`src/logic/cfps_pkg.sv`:
```
// Package with constants and types for the clock fail and power save control block
package cfps_pkg;

    // Clock divisor register field positions
    localparam int ROI_BIT        = 15;
    localparam int RATIO_HI       = 14;
    localparam int RATIO_LO       = 12;
    localparam int CPU_SLOWDOWN_ENABLE_BIT      = 11;
    localparam logic [2:0]  RATIO_RESET    = 3'h0;
    localparam logic [15:0] CLOCK_DIVISOR_REGISTER_RESET   = 16'h0000;

    // Oscillator source encodings
    localparam logic [2:0]  OSC_FRC        = 3'h0;

    // Power save instruction operands
    localparam logic        OPERAND_SLEEP  = 1'h0;
    localparam logic        OPERAND_IDLE   = 1'h1;

    // Fail window in low power RC ticks
    localparam int          FAIL_WINDOW    = 4;

    // Wake restart delay after sleep or idle, within the 2 to 4 cycle span
    localparam int          RESTART_CYCLES = 3;

    // Unprogrammed value of the clock switch and monitor configuration bit
    localparam logic        MON_CFG_OFF    = 1'h1;

    typedef enum logic [1:0] {
        CFPS_RUN   = 2'b00,
        CFPS_ENTER = 2'b01,
        CFPS_LOW   = 2'b11,
        CFPS_WAKE  = 2'b10
    } cfps_state_t;

    typedef struct packed {
        logic       return_on_interrupt;
        logic [2:0] ratio;
        logic       cpu_slowdown_enable;
    } cfps_clock_divisor_register_t;

    typedef struct packed {
        logic       low_power_rc_osc_run;
        logic       sys_osc_run;
        logic       cpu_clk_en;
        logic       periph_clk_en;
        logic       wdt_clear;
        logic       fail_trap;
        logic       cpu_resume;
    } cfps_ctrl_t;

endpackage : cfps_pkg

```
`src/logic/cfps_ctrl.sv`:
```
// Clock fail monitor, sleep and idle sequencing and cpu slowdown control
`timescale 1ns/1ps

module cfps_ctrl #(
    parameter int FAIL_WINDOW    = cfps_pkg::FAIL_WINDOW,
    parameter int RESTART_CYCLES = cfps_pkg::RESTART_CYCLES
) (
    input  wire logic       clk,              // System clock, 40 MHz
    input  wire logic       rst,              // Synchronous reset, active high
    input  wire logic       clk_switch_monitor_config, // Config bit, 1 disables monitor
    input  wire logic       wdt_enable,       // Watchdog enabled
    input  wire logic [2:0] next_osc_select,  // Clock source selected by software
    input  wire logic       pll_in_use,       // PLL scales the system clock
    input  wire logic       osc_edge,         // Pulse per observed oscillator transition
    input  wire logic       low_power_rc_osc_tick,        // Pulse per low power RC period
    input  wire logic       power_save_instruction_exec,      // Power save instruction executes
    input  wire logic       power_save_instruction_operand,   // 0 sleep, 1 idle
    input  wire logic       irq,              // Enabled interrupt pending
    input  wire logic       wdt_timeout,      // Watchdog time-out
    input  wire logic       clock_divisor_register_wr,        // Clock divisor register write
    input  wire logic [15:0] clock_divisor_register_wdata,    // Write data
    output logic [15:0]     clock_divisor_register_rdata,     // Clock divisor register readback
    output logic [2:0]      clk_src_sel,      // Active system clock source
    output logic            fallback_pll,     // Fast RC fallback routed through PLL
    output logic            clk_fail,         // Oscillator failure latched
    output logic            fail_trap,        // One cycle clock failure trap
    output logic            low_power_rc_osc_run,         // Low power RC enable
    output logic            sys_osc_run,      // System oscillator enable
    output logic            cpu_clk_en,       // CPU clock enable
    output logic            periph_clk_en,    // System clocked peripherals enable
    output logic            wdt_clear,        // One cycle watchdog count clear
    output logic            cpu_resume,       // One cycle execution restart
    output logic            in_sleep,         // Device in Sleep
    output logic            in_idle           // Device in Idle
);

    cfps_pkg::cfps_state_t  state_q, state_d;
    cfps_pkg::cfps_clock_divisor_register_t div_q, div_d;
    cfps_pkg::cfps_ctrl_t   ctl_q, ctl_d;
    logic                   sleep_op_q, sleep_op_d;
    logic                   irq_hold_q, irq_hold_d;
    logic [2:0]             src_q, src_d;
    logic [2:0]             sel_q, sel_d;
    logic                   fail_q, fail_d;
    logic                   fpll_q, fpll_d;
    logic [$clog2(FAIL_WINDOW+1)-1:0]    win_q, win_d;
    logic [$clog2(RESTART_CYCLES+1)-1:0] rst_cnt_q, rst_cnt_d;
    logic [6:0]             doze_q, doze_d;
    logic                   mon_en;
    logic                   fail_hit;
    logic                   sleep_q, sleep_d;
    logic                   idle_q, idle_d;
    logic                   wake;
    logic [6:0]             doze_mask;

    // Clock divisor register; a software write in the same cycle wins over an interrupt clear
    always_comb begin
        div_d = div_q;
        if (div_q.return_on_interrupt && irq && div_q.cpu_slowdown_enable) begin
            div_d.cpu_slowdown_enable = 1'b0;
        end
        if (clock_divisor_register_wr) begin
            div_d.return_on_interrupt = clock_divisor_register_wdata[cfps_pkg::ROI_BIT];
            div_d.ratio               = clock_divisor_register_wdata[cfps_pkg::RATIO_HI:cfps_pkg::RATIO_LO];
            div_d.cpu_slowdown_enable = clock_divisor_register_wdata[cfps_pkg::CPU_SLOWDOWN_ENABLE_BIT];
        end
    end

    always_ff @(posedge clk) begin
        if (rst) begin
            div_q <= '{return_on_interrupt: 1'b0, ratio: cfps_pkg::RATIO_RESET,
                       cpu_slowdown_enable: 1'b0};
        end else begin
            div_q <= div_d;
        end
    end

    assign mon_en = (clk_switch_monitor_config != cfps_pkg::MON_CFG_OFF);

    // Fail-safe monitor, counts low power RC ticks since the last oscillator edge.
    // Counting stops once failed, so a dead oscillator gives one trap, not a stream.
    always_comb begin
        win_d    = win_q;
        fail_d   = fail_q;
        fpll_d   = fpll_q;
        fail_hit = 1'b0;
        if (!mon_en || state_q == cfps_pkg::CFPS_LOW && sleep_op_q || fail_q) begin
            win_d = '0;
        end else if (osc_edge) begin
            win_d = '0;
        end else if (low_power_rc_osc_tick) begin
            if (win_q == ($bits(win_q))'(FAIL_WINDOW - 1)) begin
                fail_hit = 1'b1;
                fail_d   = 1'b1;
                fpll_d   = pll_in_use;
                win_d    = '0;
            end else begin
                win_d = win_q + 1'b1;
            end
        end
    end

    // Failure stays latched until reset; software has no way to clear it
    always_ff @(posedge clk) begin
        if (rst) begin
            fail_q <= 1'b0;
            fpll_q <= 1'b0;
            win_q  <= '0;
        end else begin
            fail_q <= fail_d;
            fpll_q <= fpll_d;
            win_q  <= win_d;
        end
    end

    always_comb begin
        state_d    = state_q;
        ctl_d      = '0;
        sleep_op_d = sleep_op_q;
        irq_hold_d = irq_hold_q;
        src_d      = src_q;
        sel_d      = sel_q;
        rst_cnt_d  = rst_cnt_q;
        doze_d     = doze_q;

        wake      = irq || irq_hold_q || wdt_timeout;
        doze_mask = 7'((8'h01 << div_q.ratio) - 8'h01);

        if (fail_hit) begin
            ctl_d.fail_trap = 1'b1;
            sel_d           = cfps_pkg::OSC_FRC;
        end
        if (!fail_q && !fail_hit && state_q == cfps_pkg::CFPS_RUN) begin
            sel_d = next_osc_select;
        end

        case (state_q)
            cfps_pkg::CFPS_RUN: begin
                if (power_save_instruction_exec) begin
                    sleep_op_d = (power_save_instruction_operand == cfps_pkg::OPERAND_SLEEP);
                    irq_hold_d = irq;
                    src_d      = sel_q;
                    ctl_d.wdt_clear = wdt_enable || power_save_instruction_operand == cfps_pkg::OPERAND_IDLE;
                    state_d    = cfps_pkg::CFPS_ENTER;
                end
            end
            cfps_pkg::CFPS_ENTER: begin
                irq_hold_d = irq_hold_q || irq;
                state_d    = cfps_pkg::CFPS_LOW;
            end
            cfps_pkg::CFPS_LOW: begin
                if (wake) begin
                    irq_hold_d = 1'b0;
                    rst_cnt_d  = '0;
                    state_d    = cfps_pkg::CFPS_WAKE;
                    if (sleep_op_q) begin
                        sel_d = src_q;
                    end
                end
            end
            cfps_pkg::CFPS_WAKE: begin
                if (rst_cnt_q == ($bits(rst_cnt_q))'(RESTART_CYCLES - 1)) begin
                    ctl_d.cpu_resume = 1'b1;
                    state_d          = cfps_pkg::CFPS_RUN;
                end else begin
                    rst_cnt_d = rst_cnt_q + 1'b1;
                end
            end
            default: begin
                state_d = cfps_pkg::CFPS_RUN;
            end
        endcase

        // Clock enables for the next cycle
        sleep_d = (state_d == cfps_pkg::CFPS_LOW) && sleep_op_d;
        idle_d  = (state_d == cfps_pkg::CFPS_LOW) && !sleep_op_d;
        if (state_d == cfps_pkg::CFPS_LOW && sleep_op_d) begin
            ctl_d.sys_osc_run   = 1'b0;
            ctl_d.periph_clk_en = 1'b0;
            ctl_d.low_power_rc_osc_run      = wdt_enable;
        end else begin
            ctl_d.sys_osc_run   = 1'b1;
            ctl_d.periph_clk_en = 1'b1;
            ctl_d.low_power_rc_osc_run      = mon_en || wdt_enable;
        end

        // CPU clock: off while asleep or idle, divided only when slowed down
        if (state_d != cfps_pkg::CFPS_RUN || (state_q == cfps_pkg::CFPS_RUN && power_save_instruction_exec)) begin
            doze_d          = '0;
            ctl_d.cpu_clk_en = 1'b0;
        end else if (!div_d.cpu_slowdown_enable) begin
            doze_d          = '0;
            ctl_d.cpu_clk_en = 1'b1;
        end else begin
            // Enable on counter wrap keeps CPU edges aligned to peripheral edges
            ctl_d.cpu_clk_en = (doze_q == doze_mask);
            doze_d           = (doze_q == doze_mask) ? '0 : doze_q + 1'b1;
        end
    end

    always_ff @(posedge clk) begin
        if (rst) begin
            state_q    <= cfps_pkg::CFPS_RUN;
            ctl_q      <= '{low_power_rc_osc_run: 1'b1, sys_osc_run: 1'b1, cpu_clk_en: 1'b1,
                            periph_clk_en: 1'b1, default: 1'b0};
            sleep_op_q <= 1'b0;
            irq_hold_q <= 1'b0;
            src_q      <= cfps_pkg::OSC_FRC;
            sel_q      <= cfps_pkg::OSC_FRC;
            rst_cnt_q  <= '0;
            doze_q     <= '0;
            sleep_q    <= 1'b0;
            idle_q     <= 1'b0;
        end else begin
            state_q    <= state_d;
            ctl_q      <= ctl_d;
            sleep_op_q <= sleep_op_d;
            irq_hold_q <= irq_hold_d;
            src_q      <= src_d;
            sel_q      <= sel_d;
            rst_cnt_q  <= rst_cnt_d;
            doze_q     <= doze_d;
            sleep_q    <= sleep_d;
            idle_q     <= idle_d;
        end
    end

    // Outputs, all taken straight from flip-flops
    always_comb begin
        clock_divisor_register_rdata = cfps_pkg::CLOCK_DIVISOR_REGISTER_RESET;
        clock_divisor_register_rdata[cfps_pkg::ROI_BIT]                    = div_q.return_on_interrupt;
        clock_divisor_register_rdata[cfps_pkg::RATIO_HI:cfps_pkg::RATIO_LO] = div_q.ratio;
        clock_divisor_register_rdata[cfps_pkg::CPU_SLOWDOWN_ENABLE_BIT]                  = div_q.cpu_slowdown_enable;
        clk_src_sel   = sel_q;
        fallback_pll  = fpll_q;
        clk_fail      = fail_q;
        fail_trap     = ctl_q.fail_trap;
        low_power_rc_osc_run      = ctl_q.low_power_rc_osc_run;
        sys_osc_run   = ctl_q.sys_osc_run;
        cpu_clk_en    = ctl_q.cpu_clk_en;
        periph_clk_en = ctl_q.periph_clk_en;
        wdt_clear     = ctl_q.wdt_clear;
        cpu_resume    = ctl_q.cpu_resume;
        in_sleep      = sleep_q;
        in_idle       = idle_q;
    end

endmodule : cfps_ctrl

```
`config.mk`:
```
export PLATFORM = sky130hd
export DESIGN_NAME = cfps_ctrl
export DESIGN_NICKNAME = d
export VERILOG_FILES = /design/src/logic/cfps_pkg.sv /design/src/logic/cfps_ctrl.sv
export SDC_FILE = /design/constraint.sdc
export NUM_CORES = 1
export LEC_CHECK = 0
export BUFFER_PORTS_ARGS = -buffer_cell sky130_fd_sc_hd__buf_4
export CAP_MARGIN = 20
export CORE_MARGIN = 3
export CORE_UTILIZATION = 49
export CTS_CLUSTER_SIZE = 12
export DETAILED_ROUTE_END_ITERATION = 8
export GPL_TIMING_DRIVEN = 0
export MAX_ROUTING_LAYER = met4
export PLACE_DENSITY = 0.78
export SETUP_SLACK_MARGIN = 0.15
export SKIP_LAST_GASP = 1
export SLEW_MARGIN = 0
export SYNTH_ARGS = -nofsm -noshare
export SYNTH_HDL_FRONTEND = slang
export SYNTH_SLANG_ARGS = --single-unit
```
`constraint.sdc`:
```
create_clock -name clk -period 1.85 [get_ports clk]
set_input_delay 0.0925 -clock clk [delete_from_list [all_inputs] [get_ports clk]]
set_output_delay 0.0925 -clock clk [all_outputs]
set_load 0.005 [all_outputs]
```
==> flow_summary.json, run 1 <==
{
  "dp_slack_ns": 0.1396,
  "cts_tree": "done",
  "outcome": "finished with violations",
  "whs_ns": -0.001603,
  "route.detailed.drc": 0,
  "track_usage": 0.1999,
  "yosysSeqAreaShare": 0.4199,
  "critPathArrivalTime_ns": 1.89,
  "power.density_nw_per_um2": 690.7,
  "die_x_um": 66.01,
  "grt_antenna_before_repair": 0,
  "finalCriticalPeriod_ns": 1.686,
  "relSlewSlack": 0.5185,
  "final_cells": 305,
  "diodes": 0,
  "setup_tns_ns": 0,
  "ys_types": 44,
  "cts.sinks": 37,
  "syn_inst": 197,
  "fin_skew_ns": 0.01635,
  "worstPathRequired_ns": 2.05,
  "min_period_over_period": 0.9113,
  "fp.dieH_um": 66.01,
  "clk_pin_slew_ns": 0.11,
  "synth_top_cell_by_area": "dfxtp_1",
  "avgViaCountPerCell": 5.102,
  "worstSetupStartpointType": "register",
  "dieArea_sq_um": 4357,
  "gp_congestion": 0.7943,
  "grt_overflow": 0,
  "worstMarginPinSlew_ns": 0.7222,
  "ant_nets": 0,
  "cap_violations": 0,
  "syn_area_sq_um": 1764,
  "synth_top_area_share": 0.4199,
  "numCtsBuffers": 5,
  "fmax_mhz": 593.2,
  "worstSkewPairLatency_ns": 0.35,
  "drive_above_1_share": 0.3089,
  "netlist_top_cells_count": "dfxtp_1 (37), nor2_1 (22), nand2_1 (19), buf_4 (12), a21oi_1 (11)",
  "grt_pass1_wl_um": 6396,
  "grt_pass1_vias": 1428,
  "dp_hpwl_um": 2595,
  "synthTopCellsByArea": "dfxtp_1 (42%), buf_4 (5.1%), nor2_1 (4.7%), nand2_1 (4.0%), mux2i_1 (3.4%)",
  "htree_levels": 2,
  "worst_slack_ns": 0.1641,
  "grt_max_degree": 12,
  "utilization": 0.6929,
  "critPathKind": "register to register",
  "portBuffers": 36,
  "hp-class": "primary input to register",
  "drt_wl_total_um": 3912,
  "p_leak_uw": 0.0009411,
  "ir_drop_mv": 0.4464,
  "pin_count": 61,
  "synthMostInstantiatedCell": "dfxtp_1",
  "fin_nets": 293,
  "vias": 1556,
  "synthToLayoutAreaGrowth_pct": 33.12,
  "fp-row-count": 21,
  "ys_async_sr_fraction": 0,
  "endpoint_kind": "register",
  "wl_per_cell_um": 12.83,
  "ys_warn_count": 0,
  "grt_setup_unrepaired": "yes",
  "worstPathMaxFanout": 8,
  "initialDrtViolationCount": 81,
  "synth_flop_cell": "dfxtp_1",
  "setup_viol": 0,
  "synth_edf_count": 0,
  "clockBufferDepth": 2,
  "violations": "hold timing",
  "core_area_sq_um": 3390,
  "synth-seq-cells": 37,
  "cts_root_buf": "clkbuf_4",
  "slew_viol_final": 0,
  "final-hold-violation-count": 1,
  "synth_area_per_cell_sq_um": 8.955,
  "initial_utilization": 0.5205,
  "post-place-cells": 289,
  "first_pass_iters": 4
}
==> through the flow <==
step           power [uW]  hold WS [ns]  area (sq um)
2_1_floorplan        1053        0.1882          1802
3_3_place_gp         1146        0.2863          2130
3_5_place_dp         1151        0.2882          2130
4_1_cts              1624      0.003041          2338
5_1_grt              1714       0.01165          2349
6_report             1622     -0.001603          2349
==> layout make-up <==
cell class / count / area [sq um]
plain buffers: 22 / 143.9
clock buffers: 6 / 51.30
clock inverters: 1 / 7.507
fillers: 285 / 1041
inverters: 5 / 18.77
multi-input cells: 143 / 957.2
flip-flops and latches: 37 / 744.5
well taps: 46 / 57.56
repair buffers: 45 / 367.9
==> worst max-delay path, stage by stage, from the launching register on <==
cell       delay (ns)
dfxtp_2          0.33
buf_6            0.10
or4_4            0.51
a2bb2oi_4        0.16
a32oi_4          0.19
buf_12           0.16
a2111oi_1        0.07
==> placed cells by master, fill, tap and decap left out, types with 4 or more instances in the layout <==
cell type      count
a21oi_1           11
dfxtp_1           34
xnor2_1            6
nor3_1             6
nand2_1           19
mux2i_1            6
buf_4             49
clkbuf_1           7
nor2_1            22
inv_1              5
dlygate4sd3_1      7
mux2_2             4
conb_1            11
clkbuf_4           5
nand3_1           10
==> repair_timing <==
action / CTS / global route
resized for setup: 15 / 3
pin swaps: 2 / 2
endpoints found under the hold margin: 6 / 0
buffers inserted: 2 / 0
hold buffers: 7 / 0
endpoints found under the setup margin: 7 / 11
==> routing by layer <==
layer / up-vias / share of wire / track usage
met2: 41 / 0.49 / 0.3354
met4: 0 / 0.015 / 0.07614
met3: 8 / 0.055 / 0.05612
met1: 713 / 0.44 / 0.2261
met5: - / 0 / -
li1: 794 / - / -
==> power by group <==
part           total [uW]  internal (uW)  switching, uW
Sequential            859            832           26.4
Clock                 441            178            263
Combinational         322            172            150
==> path summary, 6_finish.rpt <==
path                               from                   endpoint  slack [ns]  depth (start not counted)
setup / recovery   doze_q[2]$_SDFF_PP0_       doze_q[2]$_SDFF_PP0_        0.16                          6
hold / removal               pll_in_use  fallback_pll$_SDFFE_PP0P_      -0.002                          3
hold reg to reg   win_q[2]$_SDFFE_PP0P_      win_q[2]$_SDFFE_PP0P_        0.46                          2
setup reg to reg   doze_q[2]$_SDFF_PP0_       doze_q[2]$_SDFF_PP0_        0.16                          6
==> sequential cells by signal, indices dropped and copies added, names as in the netlist, 2 cells and up <==
name	flops
state_q	2
clock_divisor_register_rdata	5
clk_src_sel	3
rst_cnt_q	2
doze_q	7
src_q	3
win_q	3
==> logic make-up (layout without fill, tap and decap cells) <==
kind of cell,count (synthesis),count (layout),synth area share
buffers and inverters,27,79,0.08794
AO/OA/AOI/OAI,33,33,0.1440
AND/OR/NAND/NOR,78,78,0.2255
flip-flops,37,37,0.4199
multiplexers,10,10,0.05957
other,1,11,0.002126
adder cells (fa/ha/maj),3,3,0.02128
XOR/XNOR,8,8,0.03972
Power figures use the tool's default switching activity.
==> inputs of run 2 (changes only) <==
--- a/config.mk
+++ b/config.mk
@@ -14,6 +14,7 @@
 export GPL_TIMING_DRIVEN = 0
 export MAX_ROUTING_LAYER = met4
 export PLACE_DENSITY = 0.78
+export REMOVE_ABC_BUFFERS = 1
 export SETUP_SLACK_MARGIN = 0.15
 export SKIP_LAST_GASP = 1
 export SLEW_MARGIN = 0
==> run 2 against run 1 <==
Combinational power is 21% lower. Non-clock buffer count fell by 21. Die area unchanged. The run now ends clean. Final cell count fell by 6.6%. Hold slack better by 0.014 ns. Via count shrank 2.4%. Sequential cell count stayed put.
==> flow_summary.json, run 2 (synthesis gave the netlist of run 1 again) <==
{
  "die_x_um": 66.01,
  "initial_utilization": 0.5205,
  "cp_slowest_cell": "or4_4",
  "clockBufferDepth": 2,
  "holdPathEnd": "win_q[1]$_SDFFE_PP0P_",
  "cts_setup_buffers": 0,
  "final_cell_mix": "buf_4 (38), dfxtp_1 (33), nor2_1 (22), nand2_1 (19)",
  "fp.dieH_um": 66.01,
  "reg2reg_slack_ns": 0.16,
  "wl_met2_um": 1712,
  "cap_violations": 0,
  "htree_levels": 2,
  "largest_reg_flops": 7,
  "fin_nets": 272,
  "max_stage_delay_ns": 0.54,
  "dp_slack_ns": 0.08610,
  "p_sw_uw": 435.3,
  "cts.sinks": 37,
  "diodes": 0,
  "dieArea_sq_um": 4357,
  "power_frac_clock": 0.292,
  "worstSetupStartpointType": "register",
  "min_period_over_period": 0.9110,
  "final-seq-area_sq_um": 745.7,
  "power.density_nw_per_um2": 732.7,
  "portBuffers": 38,
  "whs_ns": 0.01220,
  "gp_congestion": 0.7842,
  "ant_nets": 0,
  "p_leak_uw": 0.0008538,
  "power_frac_seq": 0.549,
  "dp_hpwl_um": 2517,
  "ir_drop_mv": 0.3397,
  "numCtsBuffers": 5,
  "grt_antenna_before_repair": 0,
  "multi_input_area_sq_um": 923.4,
  "slew_viol_final": 0,
  "core_area_sq_um": 3390,
  "worstMarginPinSlew_ns": 0.5607,
  "drive_above_1_share": 0.2594,
  "layout_commonest_cell": "buf_4",
  "top_layer": "met4",
  "critPathArrivalTime_ns": 1.88,
  "path_cells": "or4_4 > a2bb2oi_2 > a32oi_4 > a2111oi_0",
  "initialDrtViolationCount": 84,
  "hp-class": "primary input to register",
  "grt_pass1_wl_um": 5837,
  "grt_overflow": 0,
  "fillerInstances": 276,
  "drt_wl_total_um": 3561,
  "worstPathMaxFanout": 9,
  "route.detailed.drc": 0,
  "critPathKind": "register to register",
  "p_int_uw": 1159,
  "final-hold-violation-count": 0,
  "fin_skew_ns": 0.007606,
  "worstSkewPairLatency_ns": 0.35,
  "power_frac_comb": 0.159,
  "track_usage": 0.1790,
  "grt_setup_unrepaired": "yes",
  "wl_per_cell_um": 12.49,
  "setup_viol": 0,
  "pin_count": 61,
  "synthToLayoutAreaGrowth_pct": 23.33,
  "vias": 1519,
  "cts_root_buf": "clkbuf_4",
  "endpoint_kind": "register",
  "netSwitchingFraction": 0.2731,
  "timing.rr.end": "doze_q[5]$_SDFF_PP0_",
  "utilization": 0.6419,
  "outcome": "completed",
  "clk_pin_slew_ns": 0.12,
  "fmax_mhz": 593.3,
  "power_uw": 1594,
  "worstPathRequired_ns": 2.05,
  "min_from": "low_power_rc_osc_tick",
  "cts_tree": "done",
  "fp-row-count": 21,
  "relSlewSlack": 0.6262,
  "ff2ff_path_depth": 4,
  "wl_met3_um": 192,
  "finalCriticalPeriod_ns": 1.685,
  "top_register": "doze_q",
  "avgViaCountPerCell": 5.330,
  "worst_slack_ns": 0.1646,
  "setup_tns_ns": 0,
  "whs_path_depth": 3,
  "drt-met1-wl_um": 1595,
  "grt_max_degree": 27,
  "grt_pass1_vias": 1351,
  "first_pass_iters": 4,
  "r2r_start": "clock_divisor_register_rdata[13]$_SDFFE_PP0P_"
}
run 2: cell types whose count changed in the layout (fill, tap and decap cells not counted), moves of 2 or more:
cell and delta:
a2111oi_2 -3, clkbuf_1 -7, a2111oi_0 +2, buf_4 -11, buf_6 -2
run 2: critical path: cells and delay by family, from the launching register on:
kind | cells | cell delay (ns)
compound gates | 3 | 0.62
flops | 1 | 0.38
simple gates | 1 | 0.54
run 2: how the worst max path moves through the flow:
| stage | startpoint | end | cells past startpoint |
|---|---|---|---|
| floorplan | clock_divisor_register_rdata[13]$_SDFFE_PP0P_ | doze_q[0]$_SDFF_PP0_ | 4 |
| global placement | clock_divisor_register_rdata[13]$_SDFFE_PP0P_ | doze_q[6]$_SDFF_PP0_ | 4 |
| detailed placement | clock_divisor_register_rdata[13]$_SDFFE_PP0P_ | doze_q[6]$_SDFF_PP0_ | 4 |
| CTS | rst_cnt_q[0]$_SDFFE_PP0P_ | doze_q[6]$_SDFF_PP0_ | 5 |
| global route | clock_divisor_register_rdata[13]$_SDFFE_PP0P_ | doze_q[2]$_SDFF_PP0_ | 4 |
| finish | clock_divisor_register_rdata[13]$_SDFFE_PP0P_ | doze_q[5]$_SDFF_PP0_ | 4 |
run 2: power groups by stage:
stage / logic (uW) / registers (uW) / clock network [uW]
final: 254 / 875 / 465
after global routing: 281 / 882 / 506
after CTS: 250 / 873 / 476
after detailed placement: 234 / 891 / 0
after global placement: 229 / 890 / 0
after floorplan: 135 / 884 / 0
run 2: cell type report:
cell class,instances,share of cell area
Sequential cell,37,0.3427
Clock inverter,2,0.006325
Timing Repair Buffer,46,0.1679
Inverter,5,0.008626
Multi-Input combinational cell,143,0.4244
Tap cell,46,0.02645
Clock buffer,6,0.02358
run 2: per-layer routing:
| layer | track usage | up-vias |
|---|---|---|
| met5 | - | - |
| met4 | 0.06853 | 0 |
| met3 | 0.05102 | 5 |
| met2 | 0.2866 | 41 |
| met1 | 0.2135 | 720 |
| li1 | - | 753 |
run 2: what timing repair did:
action	in CTS	in global routing
resized for setup	3	8
pin swaps	1	1
hold buffers	8	0
hold endpoints to repair	7	0
setup endpoints to repair	7	10
run 2: through the flow:
stage / cell area, sq um / instances
2_1_floorplan: 1665 / 185
3_3_place_gp: 2008 / 269
3_5_place_dp: 2008 / 269
4_1_cts: 2163 / 285
5_1_grt: 2176 / 285
6_report: 2176 / 285
